File: src/verilog/asp_defines.svh
`ifndef ASP_DEFINES_SVH
`define ASP_DEFINES_SVH
// register byte offsets
`define ASP_A_DATA 8'h00
`define ASP_A_LINE 8'h04
`define ASP_A_FIFO 8'h08
`define ASP_A_BAUD 8'h0C
`define ASP_A_TOG 8'h10
`define ASP_A_STAT 8'h14
`define ASP_A_EVT 8'h18
// line control fields
`define ASP_L_WLEN 1:0
`define ASP_L_STOP2 2
`define ASP_L_PEN 3
`define ASP_L_EVEN 4
`define ASP_L_STICK 5
`define ASP_L_NINE 6
`define ASP_L_IRDA 7
`define ASP_L_LIN 8
`define ASP_L_LMST 9
`define ASP_L_ARTS 10
`define ASP_L_ACTS 11
`define ASP_L_485 12
`define ASP_L_485A 13
`define ASP_L_RTSL 14
`define ASP_L_BRK 15
`define ASP_L_STORE 14:0
// fifo control, timeout/gap, word fields
`define ASP_F_RXT 3:0
`define ASP_F_RTST 7:4
`define ASP_F_STORE 7:0
`define ASP_B_STORE 15:0
`define ASP_T_TO 7:0
`define ASP_T_GAP 15:8
`define ASP_T_BRK 20:16
`define ASP_T_STORE 20:0
`define ASP_WORD 8:0
// event flag bits
`define ASP_E_RXT 0
`define ASP_E_TXE 1
`define ASP_E_LERR 2
`define ASP_E_CTSC 3
`define ASP_E_TOUT 4
`define ASP_E_BOVF 5
`define ASP_E_LINB 6
`define ASP_E_BRK 8
`define ASP_E_FERR 9
`define ASP_E_PERR 10
`define ASP_E_ROVF 11
`define ASP_E_TOVF 12
`define ASP_EV_STORE 12:0
// reset values
`define ASP_LINE_RST 15'h0003
`define ASP_FIFO_RST 8'hE1
`define ASP_DIV_RST 16'h0001
`define ASP_TOG_RST 21'h0D_0000
// queue depth, word lengths and timing counts in oversample ticks
`define ASP_DEPTH 5'h10
`define ASP_BIT_LAST 5'h0F
`define ASP_STOP15 5'h17
`define ASP_STOP2 5'h1F
`define ASP_MID 4'h7
`define ASP_OVS_LAST 4'hF
`define ASP_IR_PULSE 5'h03
`define ASP_LBRK 8'hB0
`define ASP_NB_MIN 4'h5
`define ASP_NB_NINE 4'h9
`endif

File: src/verilog/asp_pkg.sv
package asp_pkg;
  // transmitter states
  typedef enum logic [2:0] {
    TX_IDLE = 3'b000, TX_START = 3'b001, TX_DATA = 3'b010,
    TX_PAR = 3'b011, TX_STOP = 3'b100, TX_GAP = 3'b101, TX_BRK = 3'b110
  } asp_tx_e;
  // receiver states
  typedef enum logic [2:0] {
    RX_IDLE = 3'b000, RX_START = 3'b001, RX_DATA = 3'b010,
    RX_PAR = 3'b011, RX_STOP = 3'b100
  } asp_rx_e;
  // whole block state
  typedef struct packed {
    logic [14:0] lcr;
    logic [7:0] fcr;
    logic [15:0] div;
    logic [20:0] tog;
    logic [12:0] ev;
    logic brk_req;
    logic [15:0] bcnt;
    asp_tx_e tx_st;
    logic [8:0] tx_sh;
    logic tx_par;
    logic [7:0] tx_cnt;
    logic [4:0] tx_sub;
    logic [15:0][8:0] txq;
    logic [3:0] tx_wp;
    logic [3:0] tx_rp;
    logic [4:0] tx_n;
    asp_rx_e rx_st;
    logic [8:0] rx_sh;
    logic rx_par;
    logic [3:0] rx_cnt;
    logic [3:0] rx_sub;
    logic [15:0][8:0] rxq;
    logic [3:0] rx_wp;
    logic [3:0] rx_rp;
    logic [4:0] rx_n;
    logic [3:0] to_sub;
    logic [7:0] to_cnt;
    logic [7:0] low_run;
    logic [3:0] ir_cnt;
    logic cts_q;
    logic txd;
    logic rts;
    logic wake;
    logic [31:0] rdata;
  } asp_state_s;
endpackage : asp_pkg

File: src/verilog/asp_core.sv
// Function
// - full duplex serialise and deserialise
// - sixteen entry transmit and receive queues
// - auto cts/rts, rts at trigger level
// - receive threshold flags data ready
// - programmable divisor sets bit period
// - cts change wakes the system
// - receive timeout from 8-bit count
// - programmable gap between transmitted characters
// - break, framing, parity, overflow detection
// - five to eight data bits
// - even, odd, none or stick parity
// - one, one and half, two stops
// - sir zero bit is 3/16 pulse
// - lin master or slave select
// - lin transmit break of programmable length
// - lin receive break detection
// - rs-485 nine bit address/data characters
// - rs-485 rts as direction control
// - seven separately flagged event sources
`timescale 1ns/1ps
`include "asp_defines.svh"
module asp_core (
  input logic clk_in, // 200 MHz clock
  input logic rstn_in, // sync reset, low
  input logic [7:0] addr_in, // register byte address
  input logic [31:0] wr_data_in, // write data
  input logic wr_in, // write strobe
  input logic rd_in, // read strobe
  output logic [31:0] rd_data_out, // read data, next cycle
  input logic rxd_in, // serial receive line
  input logic cts_in, // clear to send, low active
  output logic txd_out, // serial transmit line
  output logic rts_out, // rts / rs-485 direction
  output logic wake_out // cts change wake pulse
);
  import asp_pkg::*;

  asp_state_s st_reg; // all state
  asp_state_s st_next; // next state
  logic tick; // oversample tick
  logic rxline; // decoded receive level
  logic tx_bend; // transmit bit end
  logic rx_bend; // receive sample point
  logic tx_busy; // transmitter has work
  logic tx_bit; // unencoded line bit
  logic tx_push; // queue write
  logic tx_pop; // queue read
  logic rx_push; // queue write
  logic rx_pop; // queue read
  logic [3:0] nb; // data bits per char
  logic [4:0] stop_last; // last tick of the stop, length in ticks less one
  logic [8:0] mask; // data bit mask
  logic [8:0] txw; // head of tx queue
  logic [8:0] rxw; // right aligned rx word
  logic [12:0] ev_set; // flag sets
  logic [12:0] ev_clr; // flag clears
  logic [14:0] l; // line control alias

  // parity bit for a word
  function automatic logic par_f(input logic [8:0] d, input logic [14:0] c);
    if (c[`ASP_L_STICK]) begin
      par_f = ~c[`ASP_L_EVEN];
    end else begin
      par_f = c[`ASP_L_EVEN] ? ^d : ~^d;
    end
  endfunction : par_f

  // derived frame shape
  assign l = st_reg.lcr;
  assign tick = st_reg.bcnt == 16'h0000;
  assign nb = l[`ASP_L_NINE] ? `ASP_NB_NINE : `ASP_NB_MIN + {2'h0, l[`ASP_L_WLEN]};
  assign mask = l[`ASP_L_NINE] ? 9'h1FF : {1'b0, 8'hFF >> (2'h3 - l[`ASP_L_WLEN])};
  assign txw = st_reg.txq[st_reg.tx_rp];
  assign rxw = st_reg.rx_sh >> (4'h9 - nb);
  assign tx_bend = tick && st_reg.tx_sub == `ASP_BIT_LAST;
  assign rx_bend = tick && st_reg.rx_sub == `ASP_OVS_LAST;
  assign tx_busy = st_reg.tx_st != TX_IDLE || st_reg.tx_n != 5'h00;
  // one and a half stops only with a zero length field, which is five bits unless nine-bit words are on
  assign stop_last = !l[`ASP_L_STOP2] ? `ASP_BIT_LAST :
    (l[`ASP_L_WLEN] == 2'h0 ? `ASP_STOP15 : `ASP_STOP2);
  // sir receive: high pulse means zero bit
  assign rxline = l[`ASP_L_IRDA] ? !(rxd_in || st_reg.ir_cnt != 4'h0) : rxd_in;

  // line bit before sir encoding
  always_comb begin
    case (st_reg.tx_st)
      TX_START: tx_bit = 1'b0;
      TX_BRK: tx_bit = 1'b0;
      TX_DATA: tx_bit = st_reg.tx_sh[0];
      TX_PAR: tx_bit = st_reg.tx_par;
      default: tx_bit = 1'b1;
    endcase
  end

  // next state
  always_comb begin
    st_next = st_reg;
    ev_set = '0;
    ev_clr = '0;
    tx_push = 1'b0;
    tx_pop = 1'b0;
    rx_push = 1'b0;
    rx_pop = 1'b0;
    st_next.rdata = 32'h0000_0000;
    // divisor counter
    st_next.bcnt = tick ? st_reg.div : st_reg.bcnt - 16'h0001;
    // register writes
    if (wr_in) begin
      case (addr_in)
        `ASP_A_DATA: begin
          if (st_reg.tx_n == `ASP_DEPTH) begin
            ev_set[`ASP_E_TOVF] = 1'b1;
          end else begin
            tx_push = 1'b1;
          end
        end
        `ASP_A_LINE: begin
          st_next.lcr = wr_data_in[`ASP_L_STORE];
          // only a master keeps a break request, so none lingers for later
          if (wr_data_in[`ASP_L_BRK] && wr_data_in[`ASP_L_LIN] && wr_data_in[`ASP_L_LMST]) begin
            st_next.brk_req = 1'b1;
          end
        end
        `ASP_A_FIFO: st_next.fcr = wr_data_in[`ASP_F_STORE];
        `ASP_A_BAUD: st_next.div = wr_data_in[`ASP_B_STORE];
        `ASP_A_TOG: st_next.tog = wr_data_in[`ASP_T_STORE];
        `ASP_A_EVT: ev_clr = wr_data_in[`ASP_EV_STORE];
        default: ;
      endcase
    end
    // register reads, data stand one cycle
    if (rd_in) begin
      case (addr_in)
        `ASP_A_DATA: begin
          if (st_reg.rx_n != 5'h00) begin
            st_next.rdata = {23'h00_0000, st_reg.rxq[st_reg.rx_rp]};
            rx_pop = 1'b1;
          end
        end
        `ASP_A_LINE: st_next.rdata = {17'h0_0000, st_reg.lcr};
        `ASP_A_FIFO: st_next.rdata = {24'h00_0000, st_reg.fcr};
        `ASP_A_BAUD: st_next.rdata = {16'h0000, st_reg.div};
        `ASP_A_TOG: st_next.rdata = {11'h000, st_reg.tog};
        `ASP_A_STAT: st_next.rdata = {20'h0_0000, cts_in, tx_busy, st_reg.tx_n, st_reg.rx_n};
        `ASP_A_EVT: st_next.rdata = {19'h0_0000, st_reg.ev};
        default: st_next.rdata = 32'h0000_0000;
      endcase
    end
    // transmit queue write
    if (tx_push) begin
      st_next.txq[st_reg.tx_wp] = wr_data_in[`ASP_WORD];
      st_next.tx_wp = st_reg.tx_wp + 4'h1;
    end
    // transmitter
    if (st_reg.tx_st != TX_IDLE && tick) begin
      st_next.tx_sub = st_reg.tx_sub + 5'h01;
    end
    case (st_reg.tx_st)
      TX_IDLE: begin
        st_next.tx_sub = 5'h00;
        st_next.tx_cnt = 8'h00;
        if (st_reg.brk_req && l[`ASP_L_LIN] && l[`ASP_L_LMST]) begin
          st_next.brk_req = 1'b0;
          st_next.tx_st = TX_BRK;
        end else if (st_reg.tx_n != 5'h00 && !(l[`ASP_L_ACTS] && cts_in)) begin
          tx_pop = 1'b1;
          st_next.tx_sh = txw & mask;
          st_next.tx_par = par_f(txw & mask, l);
          st_next.tx_st = TX_START;
        end
      end
      TX_START: begin
        if (tx_bend) begin
          st_next.tx_sub = 5'h00;
          st_next.tx_st = TX_DATA;
        end
      end
      TX_DATA: begin
        if (tx_bend) begin
          st_next.tx_sub = 5'h00;
          st_next.tx_sh = st_reg.tx_sh >> 1;
          st_next.tx_cnt = st_reg.tx_cnt + 8'h01;
          if (st_reg.tx_cnt == {4'h0, nb} - 8'h01) begin
            st_next.tx_st = l[`ASP_L_PEN] ? TX_PAR : TX_STOP;
          end
        end
      end
      TX_PAR: begin
        if (tx_bend) begin
          st_next.tx_sub = 5'h00;
          st_next.tx_st = TX_STOP;
        end
      end
      TX_STOP: begin
        if (tick && st_reg.tx_sub == stop_last) begin
          st_next.tx_sub = 5'h00;
          st_next.tx_cnt = 8'h00;
          st_next.tx_st = st_reg.tog[`ASP_T_GAP] != 8'h00 ? TX_GAP : TX_IDLE;
        end
      end
      TX_GAP: begin
        if (tx_bend) begin
          st_next.tx_sub = 5'h00;
          st_next.tx_cnt = st_reg.tx_cnt + 8'h01;
          if (st_reg.tx_cnt == st_reg.tog[`ASP_T_GAP] - 8'h01) begin
            st_next.tx_st = TX_IDLE;
          end
        end
      end
      TX_BRK: begin
        if (tx_bend) begin
          st_next.tx_sub = 5'h00;
          st_next.tx_cnt = st_reg.tx_cnt + 8'h01;
          if (st_reg.tx_cnt == {3'h0, st_reg.tog[`ASP_T_BRK]} - 8'h01) begin
            st_next.tx_st = TX_STOP;
          end
        end
      end
      default: st_next.tx_st = TX_IDLE;
    endcase
    if (tx_pop) begin
      st_next.tx_rp = st_reg.tx_rp + 4'h1;
    end
    st_next.tx_n = st_reg.tx_n + {4'h0, tx_push} - {4'h0, tx_pop};
    // line output, sir pulse in first 3/16 of a zero bit
    if (l[`ASP_L_IRDA]) begin
      st_next.txd = !tx_bit && st_reg.tx_sub < `ASP_IR_PULSE;
    end else begin
      st_next.txd = tx_bit;
    end
    // sir pulse stretcher
    if (rxd_in) begin
      st_next.ir_cnt = `ASP_OVS_LAST;
    end else if (tick && st_reg.ir_cnt != 4'h0) begin
      st_next.ir_cnt = st_reg.ir_cnt - 4'h1;
    end
    // receive timeout counter in bit times
    if (st_reg.rx_n == 5'h00 || rx_pop) begin
      st_next.to_sub = 4'h0;
      st_next.to_cnt = 8'h00;
    end else if (tick) begin
      st_next.to_sub = st_reg.to_sub + 4'h1;
      if (st_reg.to_sub == `ASP_OVS_LAST && st_reg.to_cnt != st_reg.tog[`ASP_T_TO]) begin
        st_next.to_cnt = st_reg.to_cnt + 8'h01;
      end
    end
    if (st_reg.tog[`ASP_T_TO] != 8'h00 && st_reg.to_cnt == st_reg.tog[`ASP_T_TO]) begin
      ev_set[`ASP_E_TOUT] = 1'b1;
    end
    // receiver
    if (st_reg.rx_st != RX_IDLE && tick) begin
      st_next.rx_sub = st_reg.rx_sub + 4'h1;
    end
    case (st_reg.rx_st)
      RX_IDLE: begin
        st_next.rx_sub = 4'h0;
        st_next.rx_cnt = 4'h0;
        if (tick && !rxline) begin
          st_next.rx_st = RX_START;
        end
      end
      RX_START: begin
        // half a bit later, still low or a glitch
        if (tick && st_reg.rx_sub == `ASP_MID) begin
          st_next.rx_sub = 4'h0;
          st_next.rx_st = rxline ? RX_IDLE : RX_DATA;
        end
      end
      RX_DATA: begin
        if (rx_bend) begin
          st_next.rx_sh = {rxline, st_reg.rx_sh[8:1]};
          st_next.rx_cnt = st_reg.rx_cnt + 4'h1;
          if (st_reg.rx_cnt == nb - 4'h1) begin
            st_next.rx_st = l[`ASP_L_PEN] ? RX_PAR : RX_STOP;
          end
        end
      end
      RX_PAR: begin
        if (rx_bend) begin
          st_next.rx_par = rxline;
          st_next.rx_st = RX_STOP;
        end
      end
      RX_STOP: begin
        if (rx_bend) begin
          st_next.rx_st = RX_IDLE;
          st_next.to_sub = 4'h0;
          st_next.to_cnt = 8'h00;
          ev_set[`ASP_E_FERR] = !rxline;
          ev_set[`ASP_E_BRK] = !rxline && rxw == 9'h000 &&
            (!l[`ASP_L_PEN] || !st_reg.rx_par);
          ev_set[`ASP_E_PERR] = l[`ASP_L_PEN] && st_reg.rx_par != par_f(rxw, l);
          if (st_reg.rx_n == `ASP_DEPTH) begin
            ev_set[`ASP_E_ROVF] = 1'b1;
          end else begin
            rx_push = 1'b1;
          end
        end
      end
      default: st_next.rx_st = RX_IDLE;
    endcase
    // receive queue
    if (rx_push) begin
      st_next.rxq[st_reg.rx_wp] = rxw;
      st_next.rx_wp = st_reg.rx_wp + 4'h1;
    end
    if (rx_pop) begin
      st_next.rx_rp = st_reg.rx_rp + 4'h1;
    end
    st_next.rx_n = st_reg.rx_n + {4'h0, rx_push} - {4'h0, rx_pop};
    // lin break: eleven low bit times
    if (l[`ASP_L_LIN] && !rxline) begin
      if (tick && st_reg.low_run != `ASP_LBRK) begin
        st_next.low_run = st_reg.low_run + 8'h01;
      end
      if (tick && st_reg.low_run == `ASP_LBRK - 8'h01) begin
        ev_set[`ASP_E_LINB] = 1'b1;
      end
    end else begin
      st_next.low_run = 8'h00;
    end
    // data ready at threshold, transmit queue empty
    if (st_reg.rx_n != 5'h00 && st_reg.rx_n >= {1'b0, st_reg.fcr[`ASP_F_RXT]}) begin
      ev_set[`ASP_E_RXT] = 1'b1;
    end
    ev_set[`ASP_E_TXE] = st_reg.tx_n == 5'h00;
    // cts change detect and wake pulse
    st_next.cts_q = cts_in;
    st_next.wake = cts_in != st_reg.cts_q;
    ev_set[`ASP_E_CTSC] = cts_in != st_reg.cts_q;
    // summary sources
    ev_set[`ASP_E_LERR] = ev_set[`ASP_E_BRK] | ev_set[`ASP_E_FERR] | ev_set[`ASP_E_PERR];
    ev_set[`ASP_E_BOVF] = ev_set[`ASP_E_ROVF] | ev_set[`ASP_E_TOVF];
    // sticky flags, a set beats a clear
    st_next.ev = (st_reg.ev & ~ev_clr) | ev_set;
    // rts: rs-485 direction or flow control
    if (l[`ASP_L_485]) begin
      st_next.rts = l[`ASP_L_485A] ? tx_busy : l[`ASP_L_RTSL];
    end else if (l[`ASP_L_ARTS]) begin
      st_next.rts = st_reg.rx_n >= {1'b0, st_reg.fcr[`ASP_F_RTST]};
    end else begin
      st_next.rts = l[`ASP_L_RTSL];
    end
  end

  // state register
  always_ff @(posedge clk_in) begin
    if (!rstn_in) begin
      st_reg <= '0;
      st_reg.lcr <= `ASP_LINE_RST;
      st_reg.fcr <= `ASP_FIFO_RST;
      st_reg.div <= `ASP_DIV_RST;
      st_reg.tog <= `ASP_TOG_RST;
      st_reg.txd <= 1'b1;
      st_reg.cts_q <= 1'b1;
    end else begin
      st_reg <= st_next;
    end
  end

  // outputs straight from flops
  assign rd_data_out = st_reg.rdata;
  assign txd_out = st_reg.txd;
  assign rts_out = st_reg.rts;
  assign wake_out = st_reg.wake;
endmodule : asp_core

File: config.mk
export PLATFORM = sky130hd
export DESIGN_NAME = asp_core
export DESIGN_NICKNAME = d
export VERILOG_FILES = /design/src/verilog/asp_pkg.sv /design/src/verilog/asp_core.sv
export VERILOG_INCLUDE_DIRS = /design/src /design/src/verilog
export SDC_FILE = /design/constraint.sdc
export NUM_CORES = 1
export LEC_CHECK = 0
export ABC_AREA = 1
export BUFFER_PORTS_ARGS = -buffer_cell sky130_fd_sc_hd__buf_4
export CAP_MARGIN = 10
export CORE_MARGIN = 2
export CORE_UTILIZATION = 40
export CTS_CLUSTER_DIAMETER = 50
export DETAILED_ROUTE_END_ITERATION = 6
export GPL_ROUTABILITY_DRIVEN = 0
export PLACE_DENSITY = 0.59
export SYNTH_ARGS = -nofsm -noshare
export SYNTH_HDL_FRONTEND = slang
export SYNTH_SLANG_ARGS = --single-unit
File: constraint.sdc
create_clock -name clk_in -period 6.5 [get_ports clk_in]
set_input_delay 0.65 -clock clk_in [delete_from_list [all_inputs] [get_ports clk_in]]
set_output_delay 0.65 -clock clk_in [all_outputs]
set_load 0.005 [all_outputs]
# After elaboration in Yosys (flattened, before gate mapping)

Cells that the tools add are included.

Add/subtract/negate cells: 24
$lt $le $gt $ge: 9
Eq/ne operators: 52
Shift-type cells: 2
Muxes and demuxes: 100
Bitwise logic cells: 9
Reductions and logical operators: 76

Operator list:

| kind                                                                         | number |
|---|---|
| 144-bit bitwise mux                                                          | 2 |
| 32-bit one-hot mux with 7 select lines                                       | 1 |
| 9-bit binary-select mux with 4-bit select                                    | 2 |
| 9-bit demux with 4-bit select                                                | 2 |
| 12-bit 2-to-1 mux                                                            | 6 |
| 13-bit 2-to-1 mux                                                            | 5 |
| 9-bit 2-to-1 mux                                                             | 6 |
| 3-bit 2-to-1 mux                                                             | 16 |
| 1-bit 2-to-1 mux                                                             | 36 |
| 4-bit 2-to-1 mux                                                             | 9 |
| 2-bit != test, second input constant                                         | 17 |
| 8-bit == test                                                                | 4 |
| 4-bit by 1-bit adder with 4-bit output, second input constant                | 7 |
| 1-bit logical AND                                                            | 26 |
| 8-bit by 1-bit adder with 8-bit output, second input constant                | 3 |
| 8-bit by 5-bit == test with 1-bit output, second input constant              | 3 |
| 8-bit one-hot mux with 3 select lines                                        | 1 |
| 3-bit one-hot mux with 7 select lines                                        | 1 |
| 4-bit by 5-bit less-than comparator with 1-bit output, second input constant | 4 |
| 5-bit one-hot mux with 4 select lines                                        | 1 |
| 9-bit one-hot mux with 2 select lines                                        | 1 |
| 2-bit AND reduction                                                          | 9 |
| 9-bit XNOR reduction                                                         | 2 |
| 9-bit parity                                                                 | 2 |
| 66 further kinds                                                             | 106 |

Register bits: 511
Input port bits: 46
Output and inout port bits: 35
Logic and storage cells: 336

# Logic depth before layout (Yosys ltp)

Depth after elaboration: 16
Mapped depth: 20
Depth with buffers taken out: 19

# Worst setup path before layout

Ideal clock, no wire load.

Path kind: register -> register
From: register st_reg, in the netlist l[0]
To: register st_reg[440] in the netlist's numbering
Library setup time: 133 ps
Data arrival time: 3255 ps
Required time: 6367 ps
Path slack: 3113 ps
Stages on the path, launching flop included: 19
Path buffers: 2
Period minus slack after synthesis: 3387 ps
Path through: dfxtp_1 > inv_1 > ha_1 > nand2_1 > buf_1 > ha_1 > clkinv_1 > o21ai_0 > or2_2 > clkbuf_1 > ha_1 > xnor2_1 > xnor2_1 > xnor2_1 > nand2_1 > o21ai_0 > a21oi_1 > nand2_1 > a31oi_1

Longest elaborated chain between the ends: 15
Elaborated cells between the ends (all ways): 20
Those cells by class: add/sub: 2; eq/ne: 1; shift: 1; mux: 7; bitwise: 3; reduce/logical: 6

Ends and longest elaborated chain:

| element                                                     | line            | source |
|---|---|---|
| start, declared                                             | asp_core.sv:39  | `asp_state_s st_reg;` |
| start signal, assigned                                      | asp_core.sv:358 | `st_reg <= st_next;` |
| 3-bit by 2-bit adder with 4-bit output (no source line) (*) | n/a             |  |
| 4-bit 2-to-1 mux (*)                                        | asp_core.sv:72  | `` assign nb = l[`ASP_L_NINE] ? `ASP_NB_NINE : `ASP_NB_MIN + {2'h0, l[`ASP_L_WLEN]}; `` |
| 4-bit subtractor (*)                                        | asp_core.sv:75  | `assign rxw = st_reg.rx_sh >> (4'h9 - nb);` |
| 9-bit by 4-bit >> shifter with 9-bit output (*)             | asp_core.sv:75  |  |
| 9-bit XNOR reduction / 9-bit parity (equally long branches) | asp_core.sv:65  | `` par_f = c[`ASP_L_EVEN] ? ^d : ~^d; `` |
| 1-bit 2-to-1 mux                                            | asp_core.sv:65  |  |
| 1-bit 2-to-1 mux                                            | asp_core.sv:62  | `` if (c[`ASP_L_STICK]) begin `` |
| 1-bit 2-to-1 mux                                            | asp_core.sv:286 | `if (rx_bend) begin` |
| 1-bit 2-to-1 mux                                            | asp_core.sv:255 | `case (st_reg.rx_st)` |
| 1-bit != test                                               | asp_core.sv:293 | `` ev_set[`ASP_E_PERR] = l[`ASP_L_PEN] && st_reg.rx_par != par_f(rxw, l); `` |
| 1-bit logical AND                                           | asp_core.sv:293 |  |
| 4-bit 2-to-1 mux (*)                                        | asp_core.sv:286 |  |
| 4-bit 2-to-1 mux (*)                                        | asp_core.sv:255 |  |
| 1-bit bitwise OR (*)                                        | asp_core.sv:333 | `` ev_set[`ASP_E_LERR] = ev_set[`ASP_E_BRK] \| ev_set[`ASP_E_FERR] \| ev_set[`ASP_E_PERR]; `` |
| 13-bit bitwise OR (*)                                       | asp_core.sv:336 | `st_next.ev = (st_reg.ev & ~ev_clr) \| ev_set;` |

Every way passes the cells marked *; elsewhere a longest branch is shown, timed or not. The select of a mux whose other input is x is not followed.
A chain may end at the register's enable or synchronous reset.

# Worst setup path in the final report

Ends and elaborated chain as after synthesis.

==> flow_summary.toml <==
[clock_network]
cts_resized = 0
cts.sinks = 500
tritoncts = "yes"
insertion_delay_ns = 0.64
total_cts_buffers = 60
clkSlewWorstSetupHoldPaths_ns = 0.06
htree_levels = 2
hold_buffers = 0
post-cts-setup-buffer-count = 0
clk_path_buf_depth = 3
root_buffer = "sky130_fd_sc_hd__clkbuf_16"

[critical_path]
worstSetupEndpointType = "flip-flop"
cp_max_fo = 14
critical_path_class = "reg -> reg"
worst_ep_required_time_ns = 6.99
cp-start-kind = "flip-flop"
cp.arrival_ns = 4.76

[finish]
final-seq-area_um2 = 10000
final_common_cell = "sky130_fd_sc_hd__dfxtp_1"
final_layout_size_suffix_gt1_frac = 0.0711
largest_register_ffs = 461
multi_input_comb_area_um2 = 11500
most-common-layout-cells = "sky130_fd_sc_hd__dfxtp_1, sky130_fd_sc_hd__o21ai_0, sky130_fd_sc_hd__a21oi_1, sky130_fd_sc_hd__nand2_1, sky130_fd_sc_hd__inv_1"
antenna_cells = 0
postLayoutCoreUtil = 0.447
layout.nets = 3427
fill_cells = 6217
layoutNonFillerInstCount = 4158
synthToLayoutAreaGrowth_pct = 11.1

[routing]
drt-initial-drc-count = 1656
drt_first_pass_iters = 5
avgRoutedWirePerCell_um = 16.9
route.antenna.remaining_nets = 0
vias = 21600
vias_per_cell = 5.19
drc = 0
drt_wl_total_um = 70100

[yosys]
synth_compound_gate_area_share = 0.232
synth-edff-count = 0
synthSimpleGateAreaFrac = 0.191
seq_area_frac_synth = 0.415
synthMuxAreaShare = 0.000829
ys_types = 56
synthesis.area_um2 = 24100
ys_async_sr_fraction = 0
main_combinational_cell_family_by_area_after_synthesis = "compound AO/OA/AOI/OAI gates"
post_synth_xor_area_fraction = 0.0221
synthFlopType = "sky130_fd_sc_hd__dfxtp_1"
gate_count_of_the_mapped_netlist = 3396
synth.avg_cell_area_um2 = 7.11
synth_adder_area_share = 0.0286
yosys_warnings = 0
postSynthRegisterBits = 500

[pwr]
totalPowerFinal_mw = 8.61
power.static_leakage_nw = 10.4
powerDensity_nw_per_um2 = 321
peakVddDrop_v = 0.000290

[timing]
final_hold_viol_count = 0
finalWorstSetupSlack_ns = 2.23
final_period_minus_worst_setup_slack_ns = 4.27
final_min_period_over_clock_period = 0.656
tightestPinTransition_ns = 1.13
tns_ns = 0
rsz0062_at_grt = "false"
max-slew-margin-rel = 0.243
timing.fmax_mhz = 234
final-max-slew-violation-count = 0
finalSetupViolCount = 0
finalClockSkew_ns = 0.0498

[grt]
grt_pass1_wl_um = 111000
antenna_found_initial = 0
met3_usage = 0.0269
grt_util_met2 = 0.344
grt_usage = 0.221
grt_max_degree = 119
grt.met1_usage = 0.315
first_global_vias = 19700
grt_overflow_total = 0
grt-busiest-layer = "met2"

[die]
die_width_um = 250
core_area_um2 = 60000
dieArea_um2 = 62300
num_rows = 90
initial_core_util = 0.402
design.portCount = 81
die_h_um = 250

[placement]
detailed_place_hpwl_um = 45400
dp_cells = 4047
placement.setup.worst_slack_ns = 2.26
port_buffers = 58

[flow_run]
max_cap_viol_count = 0

[status]
result_of_the_run = "finished clean"

[min_path]
hold_path.class = "in -> reg"
==> layout make-up <==
| type | instances | area share |
|---|---|---|
| Timing Repair Buffer | 79 | 0.0224 |
| Clock inverter | 19 | 0.0101 |
| Tap cell | 782 | 0.0365 |
| Inverter | 446 | 0.0627 |
| Clock buffer | 92 | 0.0665 |
| Sequential cell | 500 | 0.373 |
| Multi-Input combinational cell | 2240 | 0.429 |
==> cells by family after synthesis <==
family,count (synthesis)
AOI/OAI and AO/OA,1046
xor gates and xnor gates,61
adders and majority gates,54
buffers and inverters,666
DFF,500
muxes,2
other,1
and+or+nand+nor,1066
==> stage by stage <==
step           hold slack [ns]  cell area (um2)
2_1_floorplan            0.406            24200
3_3_place_gp             0.420            24800
3_5_place_dp             0.425            24800
4_1_cts                  0.203            26800
5_1_grt                  0.226            26800
6_report                 0.231            26800
==> cells in the mapped netlist (11+ instances only) <==
cell type	n	area share
sky130_fd_sc_hd__nand3_1	208	0.043
sky130_fd_sc_hd__o21ai_0	454	0.094
sky130_fd_sc_hd__a211oi_1	23	0.0072
sky130_fd_sc_hd__nor2_1	314	0.049
sky130_fd_sc_hd__o221ai_1	11	0.0040
sky130_fd_sc_hd__nor3_1	37	0.0077
sky130_fd_sc_hd__nand4_1	21	0.0054
sky130_fd_sc_hd__o21a_1	30	0.0093
sky130_fd_sc_hd__inv_1	422	0.066
sky130_fd_sc_hd__a21oi_1	451	0.094
sky130_fd_sc_hd__xor2_1	39	0.014
sky130_fd_sc_hd__inv_2	17	0.0026
sky130_fd_sc_hd__buf_2	14	0.0029
sky130_fd_sc_hd__clkbuf_1	159	0.025
sky130_fd_sc_hd__a31oi_1	15	0.0039
sky130_fd_sc_hd__buf_4	34	0.011
sky130_fd_sc_hd__nand2_1	433	0.067
sky130_fd_sc_hd__dfxtp_1	500	0.41
sky130_fd_sc_hd__ha_1	52	0.027
sky130_fd_sc_hd__xnor2_1	22	0.0080
==> critical path: stages, from the launching register on <==
cell and delay [ns]:
sky130_fd_sc_hd__dfxtp_1 0.38, sky130_fd_sc_hd__inv_1 0.11, sky130_fd_sc_hd__ha_1 0.30, sky130_fd_sc_hd__nand2_1 0.32, sky130_fd_sc_hd__inv_1 0.20, sky130_fd_sc_hd__ha_1 0.31, sky130_fd_sc_hd__nor2_1 0.12, sky130_fd_sc_hd__inv_1 0.08
sky130_fd_sc_hd__nor2_1 0.52, sky130_fd_sc_hd__inv_1 0.38, sky130_fd_sc_hd__ha_1 0.38, sky130_fd_sc_hd__xnor2_1 0.19, sky130_fd_sc_hd__xnor2_1 0.10, sky130_fd_sc_hd__xnor2_1 0.25, sky130_fd_sc_hd__nand2_1 0.10, sky130_fd_sc_hd__o21ai_0 0.16
sky130_fd_sc_hd__a21oi_1 0.06, sky130_fd_sc_hd__nand2_1 0.08, sky130_fd_sc_hd__a31oi_1 0.07
==> routing by layer <==
| layer | part of all wire | vias to the layer above |
|---|---|---|
| met1 | 0.49 | 9915 |
| met4 | 0.030 | 0 |
| met5 | 0 | - |
| met3 | 0.046 | 124 |
| li1 | - | 11000 |
| met2 | 0.44 | 482 |
==> path summary, 6_finish.rpt <==
path | from | end | slack, ns | cells after the start
setup / recovery | l[0] | st_reg[440] | 2.23 | 18
hold / removal | wr_data_in[19] | st_reg[470] | 0.23 | 3
setup reg to reg | l[0] | st_reg[440] | 2.23 | 18
hold reg to reg | st_reg[421] | st_reg[421] | 0.43 | 1
==> power by group <==
| group | switching (mW) | internal, mW |
|---|---|---|
| clock network | 1.37 | 2.08 |
| logic | 1.25 | 0.582 |
| registers | 0.144 | 3.18 |
Power figures use the tool's default switching activity.
